File: config.mk
export PLATFORM = sky130hd
export DESIGN_NAME = pscw_device_flat
export DESIGN_NICKNAME = d
export VERILOG_FILES = /design/src/include/pscw_pkg.sv /design/src/include/pscw_if.sv /design/src/verilog/pscw_device.sv /design/src/flat_wrapper.sv
export VERILOG_INCLUDE_DIRS = /design/src /design/src/include
export SDC_FILE = /design/constraint.sdc
export NUM_CORES = 1
export LEC_CHECK = 0
export BUFFER_PORTS_ARGS = -buffer_cell sky130_fd_sc_hd__buf_4
export CAP_MARGIN = 20
export CORE_MARGIN = 2
export CORE_UTILIZATION = 44
export DETAILED_ROUTE_END_ITERATION = 10
export PLACE_DENSITY = 0.87
export SETUP_SLACK_MARGIN = 0.15
export SYNTH_ARGS = -nofsm -noshare
export SYNTH_HDL_FRONTEND = slang
export SYNTH_SLANG_ARGS = --single-unit
File: constraint.sdc
create_clock -name CLK_I -period 1.7 [get_ports CLK_I]
set_clock_uncertainty 0.15 [all_clocks]
set_input_delay 0.34 -clock CLK_I [delete_from_list [all_inputs] [get_ports CLK_I]]
set_output_delay 0.34 -clock CLK_I [all_outputs]
set_load 0.005 [all_outputs]
File: src/include/pscw_map.svh
// constants for the pci-side control and wake link
// assumes a 250 MHz clock; included by both ends and the testbench
`ifndef PSCW_MAP_SVH
`define PSCW_MAP_SVH
`define PSCW_CLK_PERIOD_PS 4000
`define PSCW_RESET_HOLD_US 100
`define PSCW_RESET_HOLD_CYC ((`PSCW_RESET_HOLD_US * 1000000 + `PSCW_CLK_PERIOD_PS - 1) / `PSCW_CLK_PERIOD_PS)
`define PSCW_PWR_WAKE_EN_BIT 18
`define PSCW_PWR_PROTO_SEL_BIT 17
`define PSCW_AD_WIDTH 32
`define PSCW_PULSE_CYC 8
`endif

File: src/include/pscw_pkg.sv
// types used by the device end of the pci-side control link
// assumes nothing beyond the map header
package pscw_pkg;
    typedef enum logic [1:0] {
        PSCW_IDLE,
        PSCW_REQ,
        PSCW_ADDR,
        PSCW_DATA
    } pscw_mst_state_t;
    typedef enum logic {
        PSCW_PROTO_ALT,
        PSCW_PROTO_FIRST
    } pscw_proto_t;
endpackage

File: src/include/pscw_if.sv
// link between the network device end and the host/arbiter end
// assumes one shared clock; the testbench resolves the shared bus level, the host decodes open-drain enables directly
`timescale 1ns/1ps
interface pscw_if;
    logic inta_n_o;
    logic inta_oe;
    logic pme_n_o;
    logic pme_oe;
    logic req_n;
    logic gnt_n;
    logic [31:0] ad_dev_o;
    logic ad_dev_oe;
    logic [31:0] ad_host_o;
    logic ad_host_oe;
    logic [31:0] ad_i;
    logic rst_n;
    modport device (
        output inta_n_o, inta_oe, pme_n_o, pme_oe, req_n, ad_dev_o, ad_dev_oe,
        input gnt_n, ad_i, rst_n
    );
    modport host (
        input inta_n_o, inta_oe, pme_n_o, pme_oe, req_n, ad_dev_o, ad_dev_oe, ad_i,
        output gnt_n, ad_host_o, ad_host_oe, rst_n
    );
endinterface

File: src/verilog/pscw_device.sv
// device end: interrupt, bus request/grant master, shared address/data bus, wake event
// assumes the link reset from the host is synchronous to CLK_I and held long enough
`timescale 1ns/1ps
`include "pscw_map.svh"

// What this block does
// - interrupt driven while any enabled event set
// - host holds reset at least 100 us
// - reset floats the open-drain pins and the bus; request is driven high
// - all bus signals on rising clock edge
// - system clock within 20 to 33 MHz; the map header assumes 250 MHz
// - request asserted when master access needed
// - grant from arbiter permits master transfer
// - wake event output driven low on event
// - wake enable bit 18 enters wake mode
// - magic packet in wake mode raises event
// - bit 17 selects first or alternative protocol
// - address and data share one 32-bit bus
module pscw_device #(
    parameter int EVENTS = 8
) (
    input wire logic CLK_I,
    input wire logic [EVENTS-1:0] EVENT_SET_I,
    input wire logic [EVENTS-1:0] EVENT_CLR_I,
    input wire logic [EVENTS-1:0] EVENT_MASK_I,
    input wire logic [31:0] POWER_CONTROL_I,
    input wire logic MAGIC_PACKET_I,
    input wire logic PME_CLR_I,
    input wire logic XFER_START_I,
    input wire logic [31:0] XFER_ADDR_I,
    input wire logic [31:0] XFER_DATA_I,
    output logic XFER_BUSY_O,
    output logic XFER_DONE_O,
    output logic [EVENTS-1:0] EVENT_FLAGS_O,
    output logic WAKE_ACTIVE_O,
    pscw_if.device LINK
);
    // flag vector is kept within one bus word
    if (EVENTS < 1 || EVENTS > 32)
    begin : g_events_check
        $error("EVENTS must be 1 to 32");
    end

    logic [EVENTS-1:0] event_flags;
    logic [EVENTS-1:0] next_event_flags;
    logic inta_on;
    logic pme_on;
    logic pme_pulse_mode;
    logic [3:0] pme_cnt;
    logic req_on;
    logic ad_oe;
    logic [31:0] ad_out;
    logic [31:0] pend_data;
    logic busy;
    logic done;
    logic wake_mode;
    logic in_reset;
    logic start_take;
    logic grant_take;
    logic data_phase;
    pscw_pkg::pscw_mst_state_t state;

    assign in_reset = ~LINK.rst_n;
    // set wins over clear so a same-cycle event is kept
    assign next_event_flags = (event_flags & ~EVENT_CLR_I) | EVENT_SET_I;
    assign wake_mode = POWER_CONTROL_I[`PSCW_PWR_WAKE_EN_BIT];

    always_ff @(posedge CLK_I)
    begin
        if (in_reset)
            event_flags <= '0;
        else
            event_flags <= next_event_flags;
    end

    // registered so the pin never glitches on a decode hazard
    always_ff @(posedge CLK_I)
    begin
        if (in_reset)
            inta_on <= 1'b0;
        else
            inta_on <= |(next_event_flags & EVENT_MASK_I);
    end

    // first protocol: level held until software clears; alternative: fixed pulse
    always_ff @(posedge CLK_I)
    begin
        if (in_reset)
        begin
            pme_on <= 1'b0;
            pme_pulse_mode <= 1'b0;
            pme_cnt <= 4'h0;
        end
        // a new packet mid-pulse restarts the count
        else if (wake_mode && MAGIC_PACKET_I)
        begin
            pme_on <= 1'b1;
            pme_pulse_mode <= ~POWER_CONTROL_I[`PSCW_PWR_PROTO_SEL_BIT];
            pme_cnt <= 4'(`PSCW_PULSE_CYC - 1);
        end
        else if (pme_on && pme_pulse_mode)
        begin
            if (pme_cnt == 4'h0)
                pme_on <= 1'b0;
            else
                pme_cnt <= pme_cnt - 4'h1;
        end
        else if (PME_CLR_I)
            pme_on <= 1'b0;
    end

    // a start is only taken while idle; starts during a tenure are dropped
    assign start_take = (state == pscw_pkg::PSCW_IDLE) && XFER_START_I;
    assign grant_take = (state == pscw_pkg::PSCW_REQ) && !LINK.gnt_n;
    assign data_phase = (state == pscw_pkg::PSCW_DATA);

    // one transfer per tenure: address phase then a single data phase
    always_ff @(posedge CLK_I)
    begin
        if (in_reset)
            state <= pscw_pkg::PSCW_IDLE;
        else
        begin
            unique case (state)
                pscw_pkg::PSCW_IDLE:
                begin
                    if (start_take)
                        state <= pscw_pkg::PSCW_REQ;
                end
                pscw_pkg::PSCW_REQ:
                begin
                    if (grant_take)
                        state <= pscw_pkg::PSCW_ADDR;
                end
                pscw_pkg::PSCW_ADDR:
                    state <= pscw_pkg::PSCW_DATA;
                pscw_pkg::PSCW_DATA:
                    state <= pscw_pkg::PSCW_IDLE;
            endcase
        end
    end

    // request held over the whole tenure so the arbiter cannot take the bus mid-word
    always_ff @(posedge CLK_I)
    begin
        if (in_reset)
        begin
            req_on <= 1'b0;
            busy <= 1'b0;
        end
        else if (start_take)
        begin
            req_on <= 1'b1;
            busy <= 1'b1;
        end
        else if (data_phase)
        begin
            req_on <= 1'b0;
            busy <= 1'b0;
        end
    end

    always_ff @(posedge CLK_I)
    begin
        if (in_reset)
            ad_oe <= 1'b0;
        else if (grant_take)
            ad_oe <= 1'b1;
        else if (data_phase)
            ad_oe <= 1'b0;
    end

    // only one address/data pair is latched; a burst would need a queue here
    always_ff @(posedge CLK_I)
    begin
        if (in_reset)
        begin
            ad_out <= 32'h0;
            pend_data <= 32'h0;
        end
        else if (start_take)
        begin
            ad_out <= XFER_ADDR_I;
            pend_data <= XFER_DATA_I;
        end
        else if (state == pscw_pkg::PSCW_ADDR)
            ad_out <= pend_data;
    end

    // one-cycle completion strobe, the cycle the bus is released
    always_ff @(posedge CLK_I)
    begin
        if (in_reset)
            done <= 1'b0;
        else
            done <= data_phase;
    end

    // open drain: drive low only while asserted, otherwise release
    assign LINK.inta_n_o = 1'b0;
    assign LINK.inta_oe = inta_on;
    assign LINK.pme_n_o = 1'b0;
    assign LINK.pme_oe = pme_on;
    assign LINK.req_n = ~req_on;
    assign LINK.ad_dev_o = ad_out;
    assign LINK.ad_dev_oe = ad_oe;
    assign XFER_BUSY_O = busy;
    assign XFER_DONE_O = done;
    assign EVENT_FLAGS_O = event_flags;
    assign WAKE_ACTIVE_O = pme_on;
endmodule

File: src/flat_wrapper.sv
// flat-port wrapper written by rule: the top's interface ports become plain ports
module pscw_device_flat 
#(
    parameter int EVENTS = 8
)
  (CLK_I, EVENT_SET_I, EVENT_CLR_I, EVENT_MASK_I, POWER_CONTROL_I, MAGIC_PACKET_I, PME_CLR_I, XFER_START_I, XFER_ADDR_I, XFER_DATA_I, XFER_BUSY_O, XFER_DONE_O, EVENT_FLAGS_O, WAKE_ACTIVE_O, LINK_inta_n_o, LINK_inta_oe, LINK_pme_n_o, LINK_pme_oe, LINK_req_n, LINK_ad_dev_o, LINK_ad_dev_oe, LINK_gnt_n, LINK_ad_i, LINK_rst_n);
  pscw_if LINK_i ();
  input wire logic CLK_I;
  input wire logic [EVENTS-1:0] EVENT_SET_I;
  input wire logic [EVENTS-1:0] EVENT_CLR_I;
  input wire logic [EVENTS-1:0] EVENT_MASK_I;
  input wire logic [31:0] POWER_CONTROL_I;
  input wire logic MAGIC_PACKET_I;
  input wire logic PME_CLR_I;
  input wire logic XFER_START_I;
  input wire logic [31:0] XFER_ADDR_I;
  input wire logic [31:0] XFER_DATA_I;
  output logic XFER_BUSY_O;
  output logic XFER_DONE_O;
  output logic [EVENTS-1:0] EVENT_FLAGS_O;
  output logic WAKE_ACTIVE_O;
  output wire logic [$bits(LINK_i.inta_n_o)-1:0] LINK_inta_n_o;
  output wire logic [$bits(LINK_i.inta_oe)-1:0] LINK_inta_oe;
  output wire logic [$bits(LINK_i.pme_n_o)-1:0] LINK_pme_n_o;
  output wire logic [$bits(LINK_i.pme_oe)-1:0] LINK_pme_oe;
  output wire logic [$bits(LINK_i.req_n)-1:0] LINK_req_n;
  output wire logic [$bits(LINK_i.ad_dev_o)-1:0] LINK_ad_dev_o;
  output wire logic [$bits(LINK_i.ad_dev_oe)-1:0] LINK_ad_dev_oe;
  input wire logic [$bits(LINK_i.gnt_n)-1:0] LINK_gnt_n;
  input wire logic [$bits(LINK_i.ad_i)-1:0] LINK_ad_i;
  input wire logic [$bits(LINK_i.rst_n)-1:0] LINK_rst_n;
  assign LINK_inta_n_o = LINK_i.inta_n_o;
  assign LINK_inta_oe = LINK_i.inta_oe;
  assign LINK_pme_n_o = LINK_i.pme_n_o;
  assign LINK_pme_oe = LINK_i.pme_oe;
  assign LINK_req_n = LINK_i.req_n;
  assign LINK_ad_dev_o = LINK_i.ad_dev_o;
  assign LINK_ad_dev_oe = LINK_i.ad_dev_oe;
  assign LINK_i.gnt_n = LINK_gnt_n;
  assign LINK_i.ad_i = LINK_ad_i;
  assign LINK_i.rst_n = LINK_rst_n;
  pscw_device #(.EVENTS(EVENTS)) u_core (.CLK_I(CLK_I), .EVENT_SET_I(EVENT_SET_I), .EVENT_CLR_I(EVENT_CLR_I), .EVENT_MASK_I(EVENT_MASK_I), .POWER_CONTROL_I(POWER_CONTROL_I), .MAGIC_PACKET_I(MAGIC_PACKET_I), .PME_CLR_I(PME_CLR_I), .XFER_START_I(XFER_START_I), .XFER_ADDR_I(XFER_ADDR_I), .XFER_DATA_I(XFER_DATA_I), .XFER_BUSY_O(XFER_BUSY_O), .XFER_DONE_O(XFER_DONE_O), .EVENT_FLAGS_O(EVENT_FLAGS_O), .WAKE_ACTIVE_O(WAKE_ACTIVE_O), .LINK(LINK_i));
endmodule
* Yosys cells after proc, flatten, opt, wreduce, memory -nomap -nowiden
Cells that the tools add are included.
** Word-level totals
- Bits in registers :: 84
- Memories kept :: 0
- RAM bits :: 0
- Bits in latches :: 0
- Output and inout bits :: 49
- Logic and storage cells :: 61
- ROM bits :: 0
- Input port bits :: 158
** Cells by class
- Bitwise gates (word level) :: 8
- Reduce and logical (&&, ||, !) cells :: 18
- $lt $le $gt $ge :: 0
- Shift operators :: 0
- $mul :: 0
- Equal/unequal tests :: 7
- Div/mod/pow operators :: 0
- $add $sub $neg :: 1
- Multiplexer cells :: 15
** Operator list (count)
- 2-to-1 mux 32 bit :: 2
- AND 8 bit :: 2
- 2-to-1 mux 3 bit :: 3
- inverter 8 bit :: 1
- bitwise OR 8 bit :: 1
- one-hot mux 2 bit (4 select lines) :: 1
- AND reduction 2 bit :: 4
- nonzero test 2 bit :: 4
- OR reduction 8 bit :: 1
- 2-to-1 mux 1 bit :: 7
- inequality test 2 x 1 -> 1 bit (second input constant) :: 3
- equality test 2 bit (second input constant) :: 2
- logical AND 1 bit :: 4
- zero test 4 bit :: 1
- 2-to-1 mux 2 bit :: 2
- inverter 1 bit :: 4
- subtractor 4 x 1 -> 4 bit (second input constant) :: 1
- inequality test 3 x 2 -> 1 bit (second input constant) :: 1
- nonzero test 3 bit :: 1
- equality test 2 x 1 -> 1 bit (second input constant) :: 1
- zero test 2 bit :: 1
- OR reduction 2 bit :: 1
- zero test 1 bit :: 1

* Depth between registers and ports, before layout
Gate-level depths: netlist of the first run.
- Word-level depth :: 5
- Mapped depth :: 7
- Depth with buffers taken out :: 6

* Worst setup path before layout of the first run
OpenSTA, ideal clock, no wires.
- Path kind :: flip-flop to flip-flop
- Start point :: reg u_core.state[0]
- End point :: reg u_core.ad_out[10] (netlist: u_core.LINK.ad_dev_o[10])
- Path buffers :: 2
- Clock period less this slack :: 1.536 ns
- Arrival :: 1.270 ns
- Stages on the path, launching flop included :: 8
- Setup slack :: 0.164 ns
- Library setup time :: 0.116 ns
- Cell sequence :: dfxtp_1 > inv_1 > ha_1 > buf_2 > buf_4 > mux2i_1 > nand2_1 > o211a_1
** Between the ends
- Word-level cells in the longest chain between the ends :: 3
** RTL lines
- from (decl) :: line pscw_device.sv:61 : pscw_pkg::pscw_mst_state_t state;
- from (signal assigned) :: line pscw_device.sv:121 : state <= pscw_pkg::PSCW_IDLE;
- from (signal assigned) :: line pscw_device.sv:128 : state <= pscw_pkg::PSCW_REQ;
- from (signal assigned) :: line pscw_device.sv:133 : state <= pscw_pkg::PSCW_ADDR;
- zero test 2 bit :: line pscw_device.sv:113 : assign start_take = (state == pscw_pkg::PSCW_IDLE) && XFER_START_I;
- logical AND 1 bit :: line pscw_device.sv:113
- 2-to-1 mux 32 bit or nonzero test 2 bit (tied branches)
- to (signal assigned) :: line pscw_device.sv:187 : ad_out <= pend_data;
- to (decl) :: line pscw_device.sv:52 : logic [31:0] ad_out;
Parallel ways exist; a longest one is shown, timed or not.
A chain may end at the register's enable or synchronous reset.

* Worst setup path in the final report of the first run
- Start point :: reg u_core.pme_cnt[0]
- End point :: reg u_core.pme_cnt[2]
** Between the ends
- Word-level cells in the longest chain between the ends :: 4
** RTL lines
- from (decl) :: line pscw_device.sv:49 : logic [3:0] pme_cnt;
- from (signal assigned) :: line pscw_device.sv:99 : pme_cnt <= 4'(`PSCW_PULSE_CYC - 1);
- from (signal assigned) :: line pscw_device.sv:106 : pme_cnt <= pme_cnt - 4'h1;
- subtractor 4 x 1 -> 4 bit :: line pscw_device.sv:106
- 2-to-1 mux 3 bit :: line pscw_device.sv:103 : if (pme_cnt == 4'h0)
- 2-to-1 mux 3 bit :: line pscw_device.sv:101 : else if (pme_on && pme_pulse_mode)
- 2-to-1 mux 3 bit :: line pscw_device.sv:95 : else if (wake_mode && MAGIC_PACKET_I)
Parallel ways exist; a longest one is shown, timed or not. The select of a mux whose other input is x is not followed.

==> results.yml, run 1 <==
layout:
  drive_gt1_share_pct: 36.7
  final_common_cell: "buf_4"
  syn2layout_area_growth_pct: 45.0
  antenna_cells: 0
  final_cell_mix: "151 x buf_4, 100 x nand2_1, 80 x dfxtp_1"
  fin_nets: 689
  fillerInstances: 627
grt:
  track_usage_pct: 19.6
  grt_pass1_wl_mm: 13.9
  grt_max_degree: 43
  grt_pass1_vias: 3153
  antenna_found_initial: 0
  overflow: 0
placement:
  gp_congestion: 0.753
  dp_hpwl_mm: 6.04
  portBuffers: 142
cts:
  clk_pin_slew_worst_paths_ns: 0.08
  cts_sinks: 84
  cts_tree: "done"
  cts_root_buffer: "clkbuf_8"
  cts_hold_buf: 0
  cts_max_path_buffers: 2
  cts_max_level: 3
  numCtsBuffers: 9
  clock_latency_ns: 0.33
critical_path:
  r2r_start: "u_core.pme_cnt[0]"
  cp.arrival_ns: 1.64
  critPathSlowestCell: "dfxtp_2"
  cp-startpoint: "u_core.pme_cnt[0]"
  required_ns: 1.79
  criticalPathCategory: "reg2reg"
  worstSetupStartpointType: "flop"
  cpPeakStageDelay_ns: 0.34
  crit_fanout: 4
  cp_cell_sequence: "inv_2 > ha_4 > nor3b_4 > nor2_4 > a211o_2 > and3_4"
  crit_path_end_kind: "flop"
power_and_ir_drop:
  p_per_area_nw_per_um2: 1250
  ir_drop_v: 0.000592
  p_leak_nw: 2.57
  total_power_w: 0.00649
timing:
  finalCritPeriodShare_pct: 91.2
  finalSetupTns_ns: 0
  fmax_mhz: 645
  setup_viol: 0
  rsz0062_at_grt: "true"
  hold_viol: 0
  post-route-min-period_ns: 1.55
  drv_slew: 0
route:
  wl_per_cell_um: 14.3
  viasPerCell: 5.07
  first_pass_iters: 4
  ant_nets: 0
  dr_total_vias: 3181
  wirelength_mm: 9.01
  drc: 0
  drt_iter0_markers: 55
yosys:
  synth.area.top_cells: "dfxtp_1 47%, nand2_1 11%, mux2i_1 9.5%"
  synth_edf_count: 0
  ys_ff_latch: 84
  synth_ff_type: "dfxtp_1"
  netlist.top_cell.by_area: "dfxtp_1"
  synthDistinctLibCells: 29
  avgSynthCellArea_um2: 9.40
  synth_warnings: 0
  ys_seq_area_share_pct: 46.8
  syn_area_um2: 3590
  synth_top_area_share_pct: 46.8
  syn_inst: 382
  ys_async_sr_fraction_pct: 0
die:
  dieWidth_um: 94.4
  die_area_um2: 8900
  initial_core_util_pct: 46.0
  die_y_um: 94.4
  core_um2: 7810
  fp-row-count: 32
  io_pins: 207
flow_run:
  maxCapViolations: 0
status:
  outcome: "complete, no violations"
min_path:
  hp-class: "in2reg"
  worstHoldStart: "EVENT_SET_I[2]"
## metrics by stage
step	cells	util, %	cell area (um2)	setup slack [ns]	hold slack [ns]
6_report	628	66.7	5210	0.150	0.0657
5_1_grt	628	66.7	5210	0.110	0.0584
4_1_cts	624	65.7	5130	0.117	0.0422
3_5_place_dp	606	61.4	4790	0.0425	0.309
3_3_place_gp	606	61.4	4790	0.121	0.300
2_1_floorplan	383	-	3600	0.164	0.293
## synthesized netlist by cell type (all sizes together) (2+ instances only)
cell	instances
nor3b	2
a21boi	33
nand2	101
inv	8
nand4	3
ha	7
o211a	34
and3	2
mux2i	34
o21ai	9
buf	15
dfxtp	84
clkbuf	15
nor2	2
nor2b	9
and2	5
o21a	10
## layer usage
layer | up-vias | track usage [%] | wire [um]
met5 | - | 0 | 0
met4 | 0 | 6.64 | 112
met3 | 14 | 4.71 | 577
met2 | 109 | 35.1 | 4570
met1 | 1486 | 22.8 | 3750
li1 | 1572 | - | -
## state kept, by name, summed over array words and instances, names as in the netlist
name                   flops
u_core.LINK.inta_oe        1
u_core.EVENT_FLAGS_O       8
u_core.LINK.pme_oe         1
u_core.req_on              1
u_core.pme_cnt             4
u_core.pme_pulse_mode      1
u_core.LINK.ad_dev_o      32
u_core.XFER_DONE_O         1
u_core.state               2
u_core.LINK.ad_dev_oe      1
u_core.pend_data          32
## worst paths after layout
kind	to	slack (ns)	depth (start not counted)
setup / recovery	u_core.pme_cnt[2]	0.15	6
hold / removal	u_core.EVENT_FLAGS_O[2]	0.07	2
setup reg to reg	u_core.pme_cnt[2]	0.15	6
hold reg to reg	u_core.pend_data[12]	0.32	2
## area by class of cell
cell class              count  area [um2]  area share (%)
well taps                 102         128            2.45
flip-flops and latches     84        1690            32.4
inverters                   8        30.0           0.577
clock inverters             3        65.1            1.25
multi-input cells         261        1830            35.1
clock buffers              10         128            2.45
repair buffers            160        1340            25.7
## critical path, delay by kind of cell (launching register included)
kind	cells	cell delay, ns
flops	1	0.34
simple gates	3	0.46
fa+ha+maj	1	0.13
buf+inv	1	0.08
compound gates	1	0.30
## what timing repair did
action                                  CTS  global route
cloned                                    2             1
setup buffers                             3             3
gates resized for setup                  16            13
pin swaps                                 1             3
endpoints found under the hold margin     0             0
endpoints found under the setup margin   57            47
## where the power goes
part	switching, W	internal [W]	leakage [nW]
clock	0.000642	0.000802	0.0981
combinational	0.00110	0.00134	1.77
sequential	0.000234	0.00237	0.695
## cell families after synthesis
kind of cell	count (synthesis)	synth area share, %
AO/OA/AOI/OAI	90	20.6
adder cells (fa/ha/maj)	7	2.44
flip-flops	84	46.8
AND/OR/NAND/NOR	126	15.2
buffers and inverters	38	4.91
XOR/XNOR	2	0.488
multiplexers	34	9.47
other	1	0.104
Note: power is estimated with default switching activity, not from simulation.
==> inputs of run 2 (changes only) <==
--- a/config.mk
+++ b/config.mk
@@ -10,7 +10,10 @@
 export CAP_MARGIN = 20
 export CORE_MARGIN = 2
 export CORE_UTILIZATION = 44
+export CTS_BUF_LIST = sky130_fd_sc_hd__clkbuf_16
+export CTS_CLUSTER_SIZE = 40
 export DETAILED_ROUTE_END_ITERATION = 10
+export GPL_ROUTABILITY_DRIVEN = 0
 export PLACE_DENSITY = 0.87
 export SETUP_SLACK_MARGIN = 0.15
 export SYNTH_ARGS = -nofsm -noshare
==> run 2 against run 1 <==
Compared with the run above: hold slack better by 0.011 ns; global-route usage is 0.084 points lower; sequential power hardly changed.
==> results.yml, run 2 (synthesized netlist as in run 1, its figures left out) <==
power_and_ir_drop:
  p_leak_nw: 2.63
  ir_drop_v: 0.000604
  p_per_area_nw_per_um2: 1320
  total_power_w: 0.00705
route:
  wirelength_mm: 9.08
  viasPerCell: 5.11
  first_pass_iters: 4
  drc: 0
  wl_per_cell_um: 14.4
  dr_total_vias: 3222
  drt_iter0_markers: 87
  ant_nets: 0
cts:
  clock_latency_ns: 0.32
  numCtsBuffers: 9
  cts_max_path_buffers: 2
  cts_root_buffer: "clkbuf_16"
  cts_max_level: 3
  cts_sinks: 84
  cts_tree: "done"
  clk_pin_slew_worst_paths_ns: 0.06
  cts_hold_buf: 0
timing:
  finalSetupTns_ns: 0
  drv_slew: 0
  setup_viol: 0
  fmax_mhz: 635
  post-route-min-period_ns: 1.57
  hold_viol: 0
  rsz0062_at_grt: "true"
  finalCritPeriodShare_pct: 92.6
die:
  dieWidth_um: 94.4
  initial_core_util_pct: 46.0
  die_y_um: 94.4
  io_pins: 207
  core_um2: 7810
  fp-row-count: 32
  die_area_um2: 8900
placement:
  portBuffers: 142
  dp_hpwl_mm: 6.04
layout:
  final_cell_mix: "152 x buf_4, 100 x nand2_1, 80 x dfxtp_1"
  fillerInstances: 597
  syn2layout_area_growth_pct: 48.8
  final_common_cell: "buf_4"
  fin_nets: 691
  antenna_cells: 0
  drive_gt1_share_pct: 36.9
critical_path:
  r2r_cells: 6
  crit_path_end_kind: "flop"
  required_ns: 1.77
  cp.arrival_ns: 1.64
  criticalPathCategory: "reg2reg"
  crit_fanout: 5
  worstSetupStartpointType: "flop"
grt:
  antenna_found_initial: 0
  grt_pass1_vias: 3088
  grt_max_degree: 43
  track_usage_pct: 19.5
  overflow: 0
  grt_pass1_wl_mm: 13.7
flow_run:
  maxCapViolations: 0
status:
  outcome: "complete, no violations"
min_path:
  holdPathStages: 2
  hp-class: "in2reg"
run 2: cell types whose count changed in the layout (fill, tap and decap cells not counted), sizes merged:
cell | previous run | this run
buf | 158 | 159
inv | 8 | 9
run 2: report_power, final:
part | leakage (nW) | total [W] | internal [W] | switching [W]
logic | 1.79 | 0.00249 | 0.00138 | 0.00111
clock network | 0.148 | 0.00196 | 0.00125 | 0.000708
registers | 0.695 | 0.00261 | 0.00237 | 0.000234
run 2: timing repair:
action                                 in CTS  in global routing
setup endpoints to repair                  55                 41
buffers inserted                            1                  6
endpoints found under the hold margin       0                  0
pin swaps                                   0                  4
resized for setup                           9                 20
cloned                                      2                  2
run 2: cell type report:
type,instances,area [um2],area share [%]
inverter,8,32.5,0.609
multi-input combinational,261,1830,34.2
tap,102,128,2.39
sequential,84,1690,31.6
clock inverter,4,68.8,1.29
clock buffer,9,225,4.21
timing repair buffer,162,1370,25.7
run 2: worst max-delay path, stage by stage, from the launching register on:
cell and delay [ns]:
dfxtp_2 0.33, inv_2 0.08, ha_4 0.12, nor3b_4 0.24
nor2_4 0.08, a211o_2 0.30, and3_4 0.17
run 2: worst paths after layout:
check                       startpoint                 endpoint  slack, ns
setup / recovery     u_core.pme_cnt[1]        u_core.pme_cnt[2]       0.13
hold / removal          EVENT_SET_I[2]  u_core.EVENT_FLAGS_O[2]       0.08
setup reg to reg     u_core.pme_cnt[1]        u_core.pme_cnt[2]       0.13
hold reg to reg   u_core.pend_data[19]     u_core.pend_data[19]       0.31
run 2: routing by layer:
metal  vias to the layer above  GRT usage (%)  share of wire (%)
li1                       1585              -                  -
met5                         -              0                  0
met3                        16           4.39                6.9
met1                      1507           22.5                 41
met4                         0           7.97                1.8
met2                       114           34.8                 51
run 2: per-stage QoR:
step / cells / worst slack (ns) / utilization [%] / hold WS [ns] / area [um2]
after floorplan: 383 / 0.164 / - / 0.293 / 3600
after global placement: 606 / 0.121 / 61.4 / 0.300 / 4790
after detailed placement: 606 / 0.0425 / 61.4 / 0.309 / 4790
after CTS: 622 / 0.0893 / 66.3 / 0.0667 / 5180
after global routing: 630 / 0.0892 / 68.4 / 0.0818 / 5340
final: 630 / 0.126 / 68.4 / 0.0764 / 5340
==> inputs of run 3 (changes only) <==
--- a/config.mk
+++ b/config.mk
@@ -8,7 +8,6 @@
 export LEC_CHECK = 0
 export BUFFER_PORTS_ARGS = -buffer_cell sky130_fd_sc_hd__buf_4
 export CAP_MARGIN = 20
-export CORE_MARGIN = 2
 export CORE_UTILIZATION = 44
 export CTS_BUF_LIST = sky130_fd_sc_hd__clkbuf_16
 export CTS_CLUSTER_SIZE = 40
==> constraint.sdc (replaced) <==
create_clock -name CLK_I -period 1.7 [get_ports CLK_I]
set_clock_uncertainty 0.15 [all_clocks]
set_input_delay 0.085 -clock CLK_I [delete_from_list [all_inputs] [get_ports CLK_I]]
set_output_delay 0.085 -clock CLK_I [all_outputs]
set_load 0.005 [all_outputs]
==> run 3 against run 2 <==
Compared with the run above: routed wire length is 25% higher; sequential share of layout area is 4.3 points lower; clock power down 7%; hold slack worse by 0.065 ns; combinational power is 9.2% higher; highest routed layer unchanged.
==> results.yml, run 3 (synthesized netlist as in run 1, its figures left out) <==
min_path:
  worstHoldStart: "EVENT_MASK_I[4]"
  hp-class: "in2reg"
cts:
  cts_tree: "done"
  numCtsBuffers: 9
  cts_sinks: 84
  cts_max_level: 3
  cts_root_buffer: "clkbuf_16"
  clock_latency_ns: 0.32
  clk_pin_slew_worst_paths_ns: 0.06
  cts_max_path_buffers: 2
route:
  wl_per_cell_um: 15.8
  drc: 0
  first_pass_iters: 4
  drt_iter0_markers: 81
  dr_total_vias: 3612
  ant_nets: 0
  viasPerCell: 5.02
  wirelength_mm: 11.4
die:
  die_area_um2: 8530
  initial_core_util_pct: 46.0
  io_pins: 207
  dieWidth_um: 92.4
  core_um2: 7810
  fp-row-count: 32
  die_y_um: 92.4
power_and_ir_drop:
  p_leak_nw: 2.99
  ir_drop_v: 0.000697
  p_per_area_nw_per_um2: 1160
critical_path:
  cp_cell_sequence: "inv_4 > ha_4 > nor3b_4 > nor2_4 > a211o_2 > and3_1"
  worstSetupStartpointType: "flop"
  crit_path_end_kind: "flop"
  cpPeakStageDelay_ns: 0.34
  critPathSlowestCell: "dfxtp_2"
  required_ns: 1.77
  cp.arrival_ns: 1.64
  r2r_start: "u_core.pme_cnt[1]"
  reg2reg_slack_ns: 0.13
  criticalPathCategory: "reg2reg"
  cp-startpoint: "u_core.pme_cnt[1]"
  crit_fanout: 2
timing:
  finalSetupTns_ns: 0
  post-route-min-period_ns: 1.57
  setup_viol: 0
  drv_slew: 0
  hold_viol: 0
  fmax_mhz: 637
  finalCritPeriodShare_pct: 92.4
  rsz0062_at_grt: "true"
layout:
  layoutNonFillerInstCount: 719
  syn2layout_area_growth_pct: 72.7
  drive_gt1_share_pct: 30.6
  final_cell_mix: "146 x buf_4, 100 x nand2_1, 90 x dlygate4sd3_1"
  utilization_pct: 79.5
  fin_nets: 779
  final_common_cell: "buf_4"
  stdcell_area_um2: 6200
  antenna_cells: 0
grt:
  antenna_found_initial: 0
  grt_pass1_wl_mm: 17.4
  track_usage_pct: 26.2
  grt_pass1_vias: 3787
  grt_max_degree: 85
  overflow: 0
placement:
  portBuffers: 142
  dp_hpwl_mm: 5.69
  placed_area_um2: 4760
  place_inst: 604
flow_run:
  maxCapViolations: 0
status:
  outcome: "complete, no violations"
## run 3: changes by cell type in the layout (fill, tap and decap cells not counted), sizes merged
cell and delta:
buf -1, bufbuf -1, bufinv -1, clkinv +2, dlygate4sd3 +90
## run 3: final timing paths
kind                     endpoint  cells past startpoint
max             u_core.pme_cnt[2]                      6
max reg2reg     u_core.pme_cnt[2]                      6
min reg2reg  u_core.pend_data[25]                      2
min           u_core.LINK.inta_oe                      4
## run 3: layout make-up
cell class	instances	area, um2
clock inverters	5	46.3
inverters	8	35.0
multi-input cells	261	1810
clock buffers	9	225
repair buffers	250	2270
well taps	102	128
flip-flops and latches	84	1690
fillers	470	1600
## run 3: report_power, final
group | total (W) | leakage [nW] | switching (W) | internal (W)
clock network | 0.00183 | 0.137 | 0.000729 | 0.00110
registers | 0.00262 | 0.695 | 0.000244 | 0.00237
logic | 0.00272 | 2.16 | 0.00121 | 0.00151
## run 3: routing by layer
metal	global-route usage, %	wire [um]
met5	0	0
met1	26.0	4200
met2	51.5	6200
met4	8.72	249
met3	7.39	715
## run 3: through the flow
| stage | worst slack [ns] | hold slack [ns] | total power [W] |
|---|---|---|---|
| 2_1_floorplan | 0.164 | 0.0589 | 0.00383 |
| 3_3_place_gp | 0.114 | 0.151 | 0.00463 |
| 5_1_grt | 0.0718 | 0.0200 | 0.00756 |
| 3_5_place_dp | 0.0445 | 0.157 | 0.00473 |
| 6_report | 0.129 | 0.0110 | 0.00717 |
| 4_1_cts | 0.154 | 0.00152 | 0.00699 |
## run 3: what timing repair did
item | 4_1_cts | 5_1_grt
hold buffers | 90 | 0
cloned | 2 | 3
resized for setup | 17 | 14
setup buffers | 5 | 1
hold endpoints to repair | 78 | 0
pin swaps | 5 | 4
setup endpoints to repair | 57 | 60
## run 3: worst max-delay path: cells and delay by family, from the launching register on
family / cells / cell delay [ns]
AND/OR/NAND/NOR: 3 / 0.49
flip-flops: 1 / 0.34
AO/OA/AOI/OAI: 1 / 0.31
adder cells (fa/ha/maj): 1 / 0.12
buffers and inverters: 1 / 0.07
